===== config.mk =====
export PLATFORM = sky130hd
export DESIGN_NAME = tlbinv_top
export DESIGN_NICKNAME = d
export VERILOG_FILES = /design/src/rtl/tlbinv_pkg.sv /design/src/rtl/tlbinv_entry.sv /design/src/rtl/tlbinv_top.sv
export SDC_FILE = /design/constraint.sdc
export NUM_CORES = 1
export LEC_CHECK = 0
export BUFFER_PORTS_ARGS = -buffer_cell sky130_fd_sc_hd__buf_2
export CAP_MARGIN = 25
export CORE_MARGIN = 5
export CORE_UTILIZATION = 40
export DETAILED_ROUTE_END_ITERATION = 12
export GPL_TIMING_DRIVEN = 1
export PLACE_DENSITY = 0.56
export SETUP_SLACK_MARGIN = 0.1
export SLEW_MARGIN = 20
export SYNTH_ARGS = -nofsm -noshare
export SYNTH_HDL_FRONTEND = slang
export SYNTH_HIERARCHICAL = 1
export SYNTH_SLANG_ARGS = --single-unit
export TNS_END_PERCENT = 10

===== constraint.sdc =====
create_clock -name sys_clk_in -period 5.8 [get_ports sys_clk_in]
set_clock_uncertainty 0.15 [all_clocks]
set_input_delay 0.58 -clock sys_clk_in [delete_from_list [all_inputs] [get_ports sys_clk_in]]
set_output_delay 0.58 -clock sys_clk_in [all_outputs]
set_load 0.02 [all_outputs]

===== src/rtl/tlbinv_pkg.sv =====
// Package: register map, field layout and entry format of the translation-cache invalidate block
package tlbinv_pkg;

  // ****************************************************************
  // Register offsets (byte addresses)
  // ****************************************************************
  localparam logic [7:0] TLBINV_OFF_HYP_VA_CMD = 8'h00; // Hyp invalidate by page address
  localparam logic [7:0] TLBINV_OFF_VM_CMD = 8'h04;     // Invalidate by virtual machine tag
  localparam logic [7:0] TLBINV_OFF_STATUS = 8'h08;     // Busy and completion count
  localparam logic [7:0] TLBINV_OFF_FILL_VA = 8'h0C;    // Fill: page address and slot
  localparam logic [7:0] TLBINV_OFF_FILL_ATTR = 8'h10;  // Fill: tag, flags, strobe
  localparam logic [7:0] TLBINV_OFF_VALID = 8'h14;      // Valid bits of the low 32 slots

  // ****************************************************************
  // Command field layout
  // ****************************************************************
  localparam int TLBINV_VA_MSB = 31;   // Page address top bit
  localparam int TLBINV_VA_LSB = 12;   // Page address bottom bit
  localparam int TLBINV_VMT_MSB = 7;   // Virtual machine tag top bit
  localparam int TLBINV_VMT_LSB = 0;   // Virtual machine tag bottom bit
  localparam int TLBINV_VA_W = TLBINV_VA_MSB - TLBINV_VA_LSB + 1;
  localparam int TLBINV_VMT_W = TLBINV_VMT_MSB - TLBINV_VMT_LSB + 1;

  // ****************************************************************
  // Fill attribute word layout
  // ****************************************************************
  localparam int TLBINV_FA_SLOT_LSB = 0;  // Slot index in fill address word
  localparam int TLBINV_FA_SLOT_W = 8;    // Slot index field width
  localparam int TLBINV_AT_HYP = 8;       // Hyp tag flag
  localparam int TLBINV_AT_SEC = 9;       // Secure tag flag
  localparam int TLBINV_AT_LOCK = 10;     // Locked flag
  localparam int TLBINV_AT_GO = 31;       // Write strobe: store the entry

  // ****************************************************************
  // Status layout and reset values
  // ****************************************************************
  localparam int TLBINV_ST_BUSY = 0;      // Sweep in progress
  localparam int TLBINV_ST_CNT_LSB = 8;   // Completed-command count
  localparam int TLBINV_CNT_W = 8;        // Count width
  localparam logic [31:0] TLBINV_RST_WORD = 32'h0000_0000;
  localparam logic [1:0] TLBINV_RESP_OKAY = 2'h0;
  localparam logic [1:0] TLBINV_RESP_SLVERR = 2'h2;

endpackage : tlbinv_pkg


===== src/rtl/tlbinv_entry.sv =====
// One translation-cache slot with its own match and invalidate logic
`timescale 1ns/1ps
`default_nettype none

module tlbinv_entry #(
  parameter int VA_W = 20,
  parameter int VMT_W = 8
) (
  // Clock and reset
  input wire logic sys_clk_in,
  input wire logic resetn_in,
  // Fill port
  input wire logic fill_in,
  input wire logic [VA_W-1:0] fill_va_in,
  input wire logic [VMT_W-1:0] fill_vmt_in,
  input wire logic fill_hyp_in,
  input wire logic fill_sec_in,
  input wire logic fill_lock_in,
  // Invalidate request
  input wire logic inv_va_in,
  input wire logic inv_vm_in,
  input wire logic [VA_W-1:0] key_va_in,
  input wire logic [VMT_W-1:0] key_vmt_in,
  // State
  output logic valid_out
);

  // ****************************************************************
  // Entry storage
  // ****************************************************************
  logic valid_r;             // Slot holds a translation
  logic [VA_W-1:0] va_r;     // Page address
  logic [VMT_W-1:0] vmt_r;   // Virtual machine tag
  logic hyp_r;               // Hyp-tagged
  logic sec_r;               // Secure-tagged
  logic lock_r;              // Locked against maintenance

  // ****************************************************************
  // Match terms
  // ****************************************************************
  wire logic va_hit;
  wire logic vm_hit;
  wire logic kill;
  // Exact match on page address of a hyp entry; no over-invalidation,
  // so only precisely targeted unlocked entries ever go away
  // hyp address match
  assign va_hit = hyp_r && (va_r == key_va_in);
  assign vm_hit = !hyp_r && !sec_r && (vmt_r == key_vmt_in);
  assign kill = !lock_r && ((inv_va_in && va_hit) || (inv_vm_in && vm_hit));

  // Store on fill, clear on a matching invalidate; fill wins, it is newer
  always_ff @(posedge sys_clk_in or negedge resetn_in) begin
    if (!resetn_in) begin
      valid_r <= 1'b0;
      va_r <= '0;
      vmt_r <= '0;
      hyp_r <= 1'b0;
      sec_r <= 1'b0;
      lock_r <= 1'b0;
    end else if (fill_in) begin
      valid_r <= 1'b1;
      va_r <= fill_va_in;
      vmt_r <= fill_vmt_in;
      hyp_r <= fill_hyp_in;
      sec_r <= fill_sec_in;
      lock_r <= fill_lock_in;
    end else if (kill) begin
      valid_r <= 1'b0;
    end
  end

  assign valid_out = valid_r;

endmodule // tlbinv_entry
`default_nettype wire


===== src/rtl/tlbinv_top.sv =====
// Translation-cache invalidate-by-address and by-machine-tag block, AXI4-Lite slave
//
// Contract
// - Hyp address command kills matching hyp entries
// - No unlocked matching hyp entry stays valid
// - Extra unlocked kills allowed; locked entries untouched
// - Page address from command bits 31:12
// - Commands are 32-bit write-only words
// - Tag command kills non-secure non-hyp matches
// - Tag command reaches every unlocked match
// - Extra unlocked kills allowed; locked stay valid
// - Tag command never kills secure entries
// - Machine tag from command bits 7:0
`timescale 1ns/1ps
`default_nettype none

module tlbinv_top #(
  parameter int ENTRIES = 16 // Number of translation-cache slots
) (
  // Clock and reset
  input wire logic sys_clk_in,
  input wire logic resetn_in,
  // AXI4-Lite write address
  input wire logic s_axi_awvalid_in,
  output logic s_axi_awready_out,
  input wire logic [7:0] s_axi_awaddr_in,
  // AXI4-Lite write data
  input wire logic s_axi_wvalid_in,
  output logic s_axi_wready_out,
  input wire logic [31:0] s_axi_wdata_in,
  input wire logic [3:0] s_axi_wstrb_in,
  // AXI4-Lite write response
  output logic s_axi_bvalid_out,
  input wire logic s_axi_bready_in,
  output logic [1:0] s_axi_bresp_out,
  // AXI4-Lite read address
  input wire logic s_axi_arvalid_in,
  output logic s_axi_arready_out,
  input wire logic [7:0] s_axi_araddr_in,
  // AXI4-Lite read data
  output logic s_axi_rvalid_out,
  input wire logic s_axi_rready_in,
  output logic [31:0] s_axi_rdata_out,
  output logic [1:0] s_axi_rresp_out
);

  localparam int VA_W = tlbinv_pkg::TLBINV_VA_W;
  localparam int VMT_W = tlbinv_pkg::TLBINV_VMT_W;
  localparam int SLOT_W = tlbinv_pkg::TLBINV_FA_SLOT_W;
  localparam int CNT_W = tlbinv_pkg::TLBINV_CNT_W;

  // ****************************************************************
  // Write channel capture
  // ****************************************************************
  logic aw_held_r;              // Write address captured
  logic [7:0] aw_addr_r;        // Captured write address
  logic w_held_r;               // Write data captured
  logic [31:0] w_data_r;        // Captured write data
  logic [3:0] w_strb_r;         // Captured byte enables
  logic bvalid_r;               // Write response pending
  logic [1:0] bresp_r;          // Write response code

  wire logic aw_take;
  wire logic w_take;
  wire logic wr_fire;
  // Accept each channel once, independently, while no response is owed
  assign s_axi_awready_out = !aw_held_r && !bvalid_r;
  assign s_axi_wready_out = !w_held_r && !bvalid_r;
  assign aw_take = s_axi_awvalid_in && s_axi_awready_out;
  assign w_take = s_axi_wvalid_in && s_axi_wready_out;
  // Write executes in the cycle both halves are present
  assign wr_fire = aw_held_r && w_held_r;

  // Address half holder
  always_ff @(posedge sys_clk_in or negedge resetn_in) begin
    if (!resetn_in) begin
      aw_held_r <= 1'b0;
      aw_addr_r <= 8'h00;
    end else if (aw_take) begin
      aw_held_r <= 1'b1;
      aw_addr_r <= s_axi_awaddr_in;
    end else if (wr_fire) begin
      aw_held_r <= 1'b0;
    end
  end

  // Data half holder
  always_ff @(posedge sys_clk_in or negedge resetn_in) begin
    if (!resetn_in) begin
      w_held_r <= 1'b0;
      w_data_r <= tlbinv_pkg::TLBINV_RST_WORD;
      w_strb_r <= 4'h0;
    end else if (w_take) begin
      w_held_r <= 1'b1;
      w_data_r <= s_axi_wdata_in;
      w_strb_r <= s_axi_wstrb_in;
    end else if (wr_fire) begin
      w_held_r <= 1'b0;
    end
  end

  // ****************************************************************
  // Write decode
  // ****************************************************************
  wire logic [7:0] wa;
  wire logic full_word;
  wire logic sel_hva;
  wire logic sel_vm;
  wire logic sel_fva;
  wire logic sel_fat;
  wire logic wr_mapped;
  assign wa = aw_addr_r;
  // Partial writes are refused: a command half-written has no meaning
  assign full_word = (w_strb_r == 4'hF);
  assign sel_hva = (wa == tlbinv_pkg::TLBINV_OFF_HYP_VA_CMD);
  assign sel_vm = (wa == tlbinv_pkg::TLBINV_OFF_VM_CMD);
  assign sel_fva = (wa == tlbinv_pkg::TLBINV_OFF_FILL_VA);
  assign sel_fat = (wa == tlbinv_pkg::TLBINV_OFF_FILL_ATTR);
  assign wr_mapped = full_word && (sel_hva || sel_vm || sel_fva || sel_fat);

  // Response after the write; unmapped or partial gets SLVERR
  always_ff @(posedge sys_clk_in or negedge resetn_in) begin
    if (!resetn_in) begin
      bvalid_r <= 1'b0;
      bresp_r <= tlbinv_pkg::TLBINV_RESP_OKAY;
    end else if (wr_fire) begin
      bvalid_r <= 1'b1;
      bresp_r <= wr_mapped ? tlbinv_pkg::TLBINV_RESP_OKAY : tlbinv_pkg::TLBINV_RESP_SLVERR;
    end else if (s_axi_bready_in) begin
      bvalid_r <= 1'b0;
    end
  end
  assign s_axi_bvalid_out = bvalid_r;
  assign s_axi_bresp_out = bresp_r;

  // ****************************************************************
  // Command issue
  // ****************************************************************
  logic inv_va_r;                 // One-cycle hyp address sweep
  logic inv_vm_r;                 // One-cycle machine tag sweep
  logic [VA_W-1:0] key_va_r;      // Page address key
  logic [VMT_W-1:0] key_vmt_r;    // Machine tag key
  logic [CNT_W-1:0] done_cnt_r;   // Completed commands, wraps
  logic [31:0] fill_va_word_r;    // Staged fill address word

  wire logic cmd_hva;
  wire logic cmd_vm;
  assign cmd_hva = wr_fire && full_word && sel_hva;
  assign cmd_vm = wr_fire && full_word && sel_vm;

  // Every slot compares in parallel, so a sweep takes a single cycle and
  // the next command can never overtake it; area traded for latency
  always_ff @(posedge sys_clk_in or negedge resetn_in) begin
    if (!resetn_in) begin
      inv_va_r <= 1'b0;
      inv_vm_r <= 1'b0;
      key_va_r <= '0;
      key_vmt_r <= '0;
    end else begin
      inv_va_r <= cmd_hva;
      inv_vm_r <= cmd_vm;
      if (cmd_hva) begin
        key_va_r <= w_data_r[tlbinv_pkg::TLBINV_VA_MSB:tlbinv_pkg::TLBINV_VA_LSB];
      end
      if (cmd_vm) begin
        key_vmt_r <= w_data_r[tlbinv_pkg::TLBINV_VMT_MSB:tlbinv_pkg::TLBINV_VMT_LSB];
      end
    end
  end

  // Completion counter, bumped as each sweep lands
  always_ff @(posedge sys_clk_in or negedge resetn_in) begin
    if (!resetn_in) begin
      done_cnt_r <= '0;
    end else if (inv_va_r || inv_vm_r) begin
      done_cnt_r <= done_cnt_r + 1'b1;
    end
  end

  // ****************************************************************
  // Fill path (software-loaded entries for this block)
  // ****************************************************************
  wire logic fill_go;
  wire logic [SLOT_W-1:0] fill_slot;
  assign fill_go = wr_fire && full_word && sel_fat && w_data_r[tlbinv_pkg::TLBINV_AT_GO];
  assign fill_slot = fill_va_word_r[tlbinv_pkg::TLBINV_FA_SLOT_LSB +: SLOT_W];

  // Stage the address word until the attribute strobe arrives
  always_ff @(posedge sys_clk_in or negedge resetn_in) begin
    if (!resetn_in) begin
      fill_va_word_r <= tlbinv_pkg::TLBINV_RST_WORD;
    end else if (wr_fire && full_word && sel_fva) begin
      fill_va_word_r <= w_data_r;
    end
  end

  // ****************************************************************
  // Entry array
  // ****************************************************************
  wire logic [ENTRIES-1:0] valid_vec;
  for (genvar g = 0; g < ENTRIES; g++) begin : g_slot
    wire logic fill_me;
    // Out-of-range slot numbers simply store nowhere
    assign fill_me = fill_go && (fill_slot == SLOT_W'(g));
    tlbinv_entry #(
      .VA_W(VA_W),
      .VMT_W(VMT_W)
    ) u_entry (
      .sys_clk_in(sys_clk_in),
      .resetn_in(resetn_in),
      .fill_in(fill_me),
      .fill_va_in(fill_va_word_r[tlbinv_pkg::TLBINV_VA_MSB:tlbinv_pkg::TLBINV_VA_LSB]),
      .fill_vmt_in(w_data_r[tlbinv_pkg::TLBINV_VMT_MSB:tlbinv_pkg::TLBINV_VMT_LSB]),
      .fill_hyp_in(w_data_r[tlbinv_pkg::TLBINV_AT_HYP]),
      .fill_sec_in(w_data_r[tlbinv_pkg::TLBINV_AT_SEC]),
      .fill_lock_in(w_data_r[tlbinv_pkg::TLBINV_AT_LOCK]),
      .inv_va_in(inv_va_r),
      .inv_vm_in(inv_vm_r),
      .key_va_in(key_va_r),
      .key_vmt_in(key_vmt_r),
      .valid_out(valid_vec[g])
    );
  end

  // ****************************************************************
  // Read channel
  // ****************************************************************
  logic rvalid_r;          // Read data pending
  logic [31:0] rdata_r;    // Read data
  logic [1:0] rresp_r;     // Read response code

  wire logic ar_take;
  wire logic [7:0] ra;
  wire logic rd_status;
  wire logic rd_valid;
  wire logic rd_fva;
  wire logic rd_cmd;
  wire logic rd_known;
  wire logic [31:0] status_word;
  wire logic [31:0] valid_word;
  wire logic [31:0] rd_word;
  assign s_axi_arready_out = !rvalid_r;
  assign ar_take = s_axi_arvalid_in && s_axi_arready_out;
  assign ra = s_axi_araddr_in;
  assign rd_status = (ra == tlbinv_pkg::TLBINV_OFF_STATUS);
  assign rd_valid = (ra == tlbinv_pkg::TLBINV_OFF_VALID);
  assign rd_fva = (ra == tlbinv_pkg::TLBINV_OFF_FILL_VA);
  assign rd_cmd = (ra == tlbinv_pkg::TLBINV_OFF_HYP_VA_CMD) ||
                  (ra == tlbinv_pkg::TLBINV_OFF_VM_CMD) ||
                  (ra == tlbinv_pkg::TLBINV_OFF_FILL_ATTR);
  assign rd_known = rd_status || rd_valid || rd_fva || rd_cmd;
  assign status_word = {16'h0000, done_cnt_r, 7'h00, inv_va_r || inv_vm_r};
  // Only the low 32 slots are visible; larger arrays read truncated
  assign valid_word = 32'(valid_vec);
  assign rd_word = rd_status ? status_word :
                   rd_valid ? valid_word :
                   rd_fva ? fill_va_word_r : tlbinv_pkg::TLBINV_RST_WORD;

  // Read answer one cycle after the address is taken
  always_ff @(posedge sys_clk_in or negedge resetn_in) begin
    if (!resetn_in) begin
      rvalid_r <= 1'b0;
      rdata_r <= tlbinv_pkg::TLBINV_RST_WORD;
      rresp_r <= tlbinv_pkg::TLBINV_RESP_OKAY;
    end else if (ar_take) begin
      rvalid_r <= 1'b1;
      rdata_r <= rd_word;
      rresp_r <= rd_known ? tlbinv_pkg::TLBINV_RESP_OKAY : tlbinv_pkg::TLBINV_RESP_SLVERR;
    end else if (s_axi_rready_in) begin
      rvalid_r <= 1'b0;
    end
  end
  assign s_axi_rvalid_out = rvalid_r;
  assign s_axi_rdata_out = rdata_r;
  assign s_axi_rresp_out = rresp_r;

endmodule // tlbinv_top
`default_nettype wire

==> results_dict.tcl <==
set metrics [dict create \
    setup-tns-final_ns 0 \
    worst_pin_slew_ns 1.17 \
    viasPerCell 5.40 \
    io_pins 100 \
    pwr_density_cell_nw_per_um2 314 \
    grt_overflow 0 \
    clockRootBuffer "clkbuf_16" \
    slew_headroom 0.212 \
    die_area_um2 82000 \
    min_period_ns 3.60 \
    postSynthCellCount 2187 \
    clkLatencyLatePin_ns 0.61 \
    final_nets 2404 \
    syn_area_um2 30600 \
    path_max_fanout 25 \
    wl_per_cell_um 24.4 \
    row_count 101 \
    wl_um 82500 \
    endpoint_kind "flop" \
    vias 18300 \
    drive_above_1_share 0.391 \
    critPathKind "flop to flop" \
    synth_cell_type_count 46 \
    drtPass1Iterations 5 \
    dp_hpwl_um 53400 \
    yosys_warnings 6 \
    place_ws_ns 2.14 \
    hold_violations 0 \
    grt_pass1_wl_um 125000 \
    worstPathArrival_ns 3.94 \
    hp-class "input pin to flop" \
    synth_top_family_by_area "multiplexers" \
    setup_violations 0 \
    synth_area_per_cell_um2 14.0 \
    post_synth_xor_area_fraction 0.130 \
    slew_violations 0 \
    synth_compound_area_frac 0.0228 \
    status "completed" \
    synthAdderAreaFrac 0.000409 \
    cts.clk_slew.worst_paths_ns 0.06 \
    cap_violations 0 \
    gp_congestion 0.789 \
    ys_seq_elements 664 \
    numCtsBuffers 74 \
    port_buffers 97 \
    crit_required_ns 6.13 \
    grt_pass1_vias 19300 \
    area_growth_pct 14.7 \
    synth-simple-area-share 0.0582 \
    drc 0 \
    synthMuxAreaShare 0.222 \
    die_y_um 286 \
    fp.coreArea_um2 75800 \
    ys_seq_area_frac 0.544 \
    start_util 0.403 \
    synthArstFlopShare 1.00 \
    antenna_found_initial 4 \
    power.leakage_nw 16.3 \
    grt_use_total 0.201 \
    clock_path_buffers 3 \
    cts_tree "built" \
    grt_max_degree 161 \
    fmax_ghz 0.278 \
    startpoint_type "flop" \
    h-tree-depth 3 \
    ant_nets 0 \
    die_x_um 286 \
    setup_ws_ns 2.20 \
    ys.flop_type "dfrtp_1" \
    drt_iter0_markers 1119 \
    clock-sinks 664 \
    synth_edf_count 0 \
    rsz0062_at_grt "false" \
    peakVddDrop_v 0.000314 \
    period_share 0.621 \
]
## cell type report
type	instances	area (µm²)
clock inverter	31	398
multi-input combinational	1430	13400
inverter	7	26.3
antenna	2	5.00
timing repair buffer	167	1160
fill	6781	40800
tap	978	1220
sequential	664	16600
clock buffer	102	2240
## path summary, 6_finish.rpt
| check | startpoint | to | slack, ns | cells past startpoint |
|---|---|---|---|---|
| worst max register to register | fill_va_word_r[6]$_DFFE_PN0P_ | g_slot[8].u_entry/va_r[9]$_DFFE_PN0P_ | 2.20 | 5 |
| min in group asynchronous | resetn_in | g_slot[9].u_entry/vmt_r[3]$_DFFE_PN0P_ | 0.45 | 2 |
| worst max-delay path | fill_va_word_r[6]$_DFFE_PN0P_ | g_slot[8].u_entry/va_r[9]$_DFFE_PN0P_ | 2.20 | 5 |
| worst min register to register | done_cnt_r[7]$_DFFE_PN0P_ | done_cnt_r[7]$_DFFE_PN0P_ | 0.32 | 1 |
| max in group asynchronous | resetn_in | g_slot[7].u_entry/va_r[12]$_DFFE_PN0P_ | 3.61 | 3 |
| worst min-delay path | s_axi_wdata_in[3] | w_data_r[3]$_DFFE_PN0P_ | 0.05 | 2 |
## repair_timing
| item | CTS | global route |
|---|---|---|
| hold endpoints to repair | 85 | 0 |
| hold buffers | 3 | 0 |
| resized for setup | 0 | 0 |
| buffers inserted | 0 | 0 |
## cell usage in the layout (no fill, tap or decap), drive strengths merged, types with 7 or more instances in the layout
cell,n
a21oi,17
o32ai,16
a221o,8
nand3,18
clkbuf,103
xor2,50
nor4,54
o21ai,11
nand2b,9
a22o,25
dfrtp,664
nand4,115
a22oi,7
xnor2,405
clkinv,20
mux2,601
bufinv,9
nand2,13
nor2,38
and2,10
buf,163
inv,8
## flip-flops by register name, indices dropped and copies added (netlist names), 20 cells and up
| name | cells |
|---|---|
| key_va_r | 20 |
| s_axi_rdata_out | 32 |
| g_slot.u_entry/va_r | 320 |
| fill_va_word_r | 32 |
| g_slot.u_entry/vmt_r | 128 |
| w_data_r | 32 |
## where the power goes
group | total, W | internal [W] | switching [W] | leakage [nW]
registers | 0.00530 | 0.00480 | 0.000497 | 9.17
logic | 0.000684 | 0.000304 | 0.000380 | 5.82
clock network | 0.00501 | 0.00310 | 0.00191 | 1.32
## synthesized netlist by cell type, drive strengths merged, types with 2 or more instances
library cell	instances	area [µm²]
a21o	2	15.0
a21oi	17	85.1
a221o	8	80.1
a22o	25	219
a22oi	7	52.6
and2	10	62.6
and4b	2	20.0
buf	72	593
clkbuf	15	56.3
dfrtp	664	16600
inv	7	26.3
mux2	601	6800
nand2	13	48.8
nand2b	9	56.3
nand3	18	90.1
nand4	115	719
nand4b	3	26.3
nor2	38	263
nor2b	3	18.8
nor3	3	15.0
nor4	54	374
o2111ai	2	17.5
o21ai	11	55.1
o32ai	16	140
or2	3	18.8
or3	3	18.8
or4	2	22.5
xnor2	405	3550
xor2	50	438
## per-stage QoR
stage / util / std cells / area, µm² / total power (W) / hold slack (ns)
after detailed placement: 0.427 / 3241 / 32400 / 0.00607 / 0.313
after global routing: 0.462 / 3379 / 35100 / 0.0114 / 0.0250
after CTS: 0.462 / 3377 / 35000 / 0.0111 / 0.0167
after floorplan: - / 2188 / 30600 / 0.00550 / 0.134
final: 0.462 / 3381 / 35100 / 0.0110 / 0.0483
after global placement: 0.425 / 3234 / 32200 / 0.00604 / 0.312
## critical path, stage by stage (launching register included)
cell and delay (ns):
dfrtp_1 0.40, nor4_1 0.33, nand3_1 0.66, nor4_2 1.07, buf_4 0.48, mux2_2 0.38
## logic make-up (layout without fill, tap and decap cells)
kind of cell,count (synthesis),in the layout
AOI/OAI and AO/OA,92,92
and+or+nand+nor,279,279
xor gates and xnor gates,455,455
buffers and inverters,94,307
adders and majority gates,1,1
muxes,601,601
DFF,664,664
other,1,4
## routing by layer
layer / global-route usage / vias to the layer above / wire, µm
met4: 0.0498 / 0 / 1870
met1: 0.289 / 9630 / 38900
met3: 0.0411 / 120 / 3700
met2: 0.313 / 338 / 38000
li1: - / 8167 / -
met5: 0 / - / 0
No activity file was read; power rests on OpenSTA's default activity.
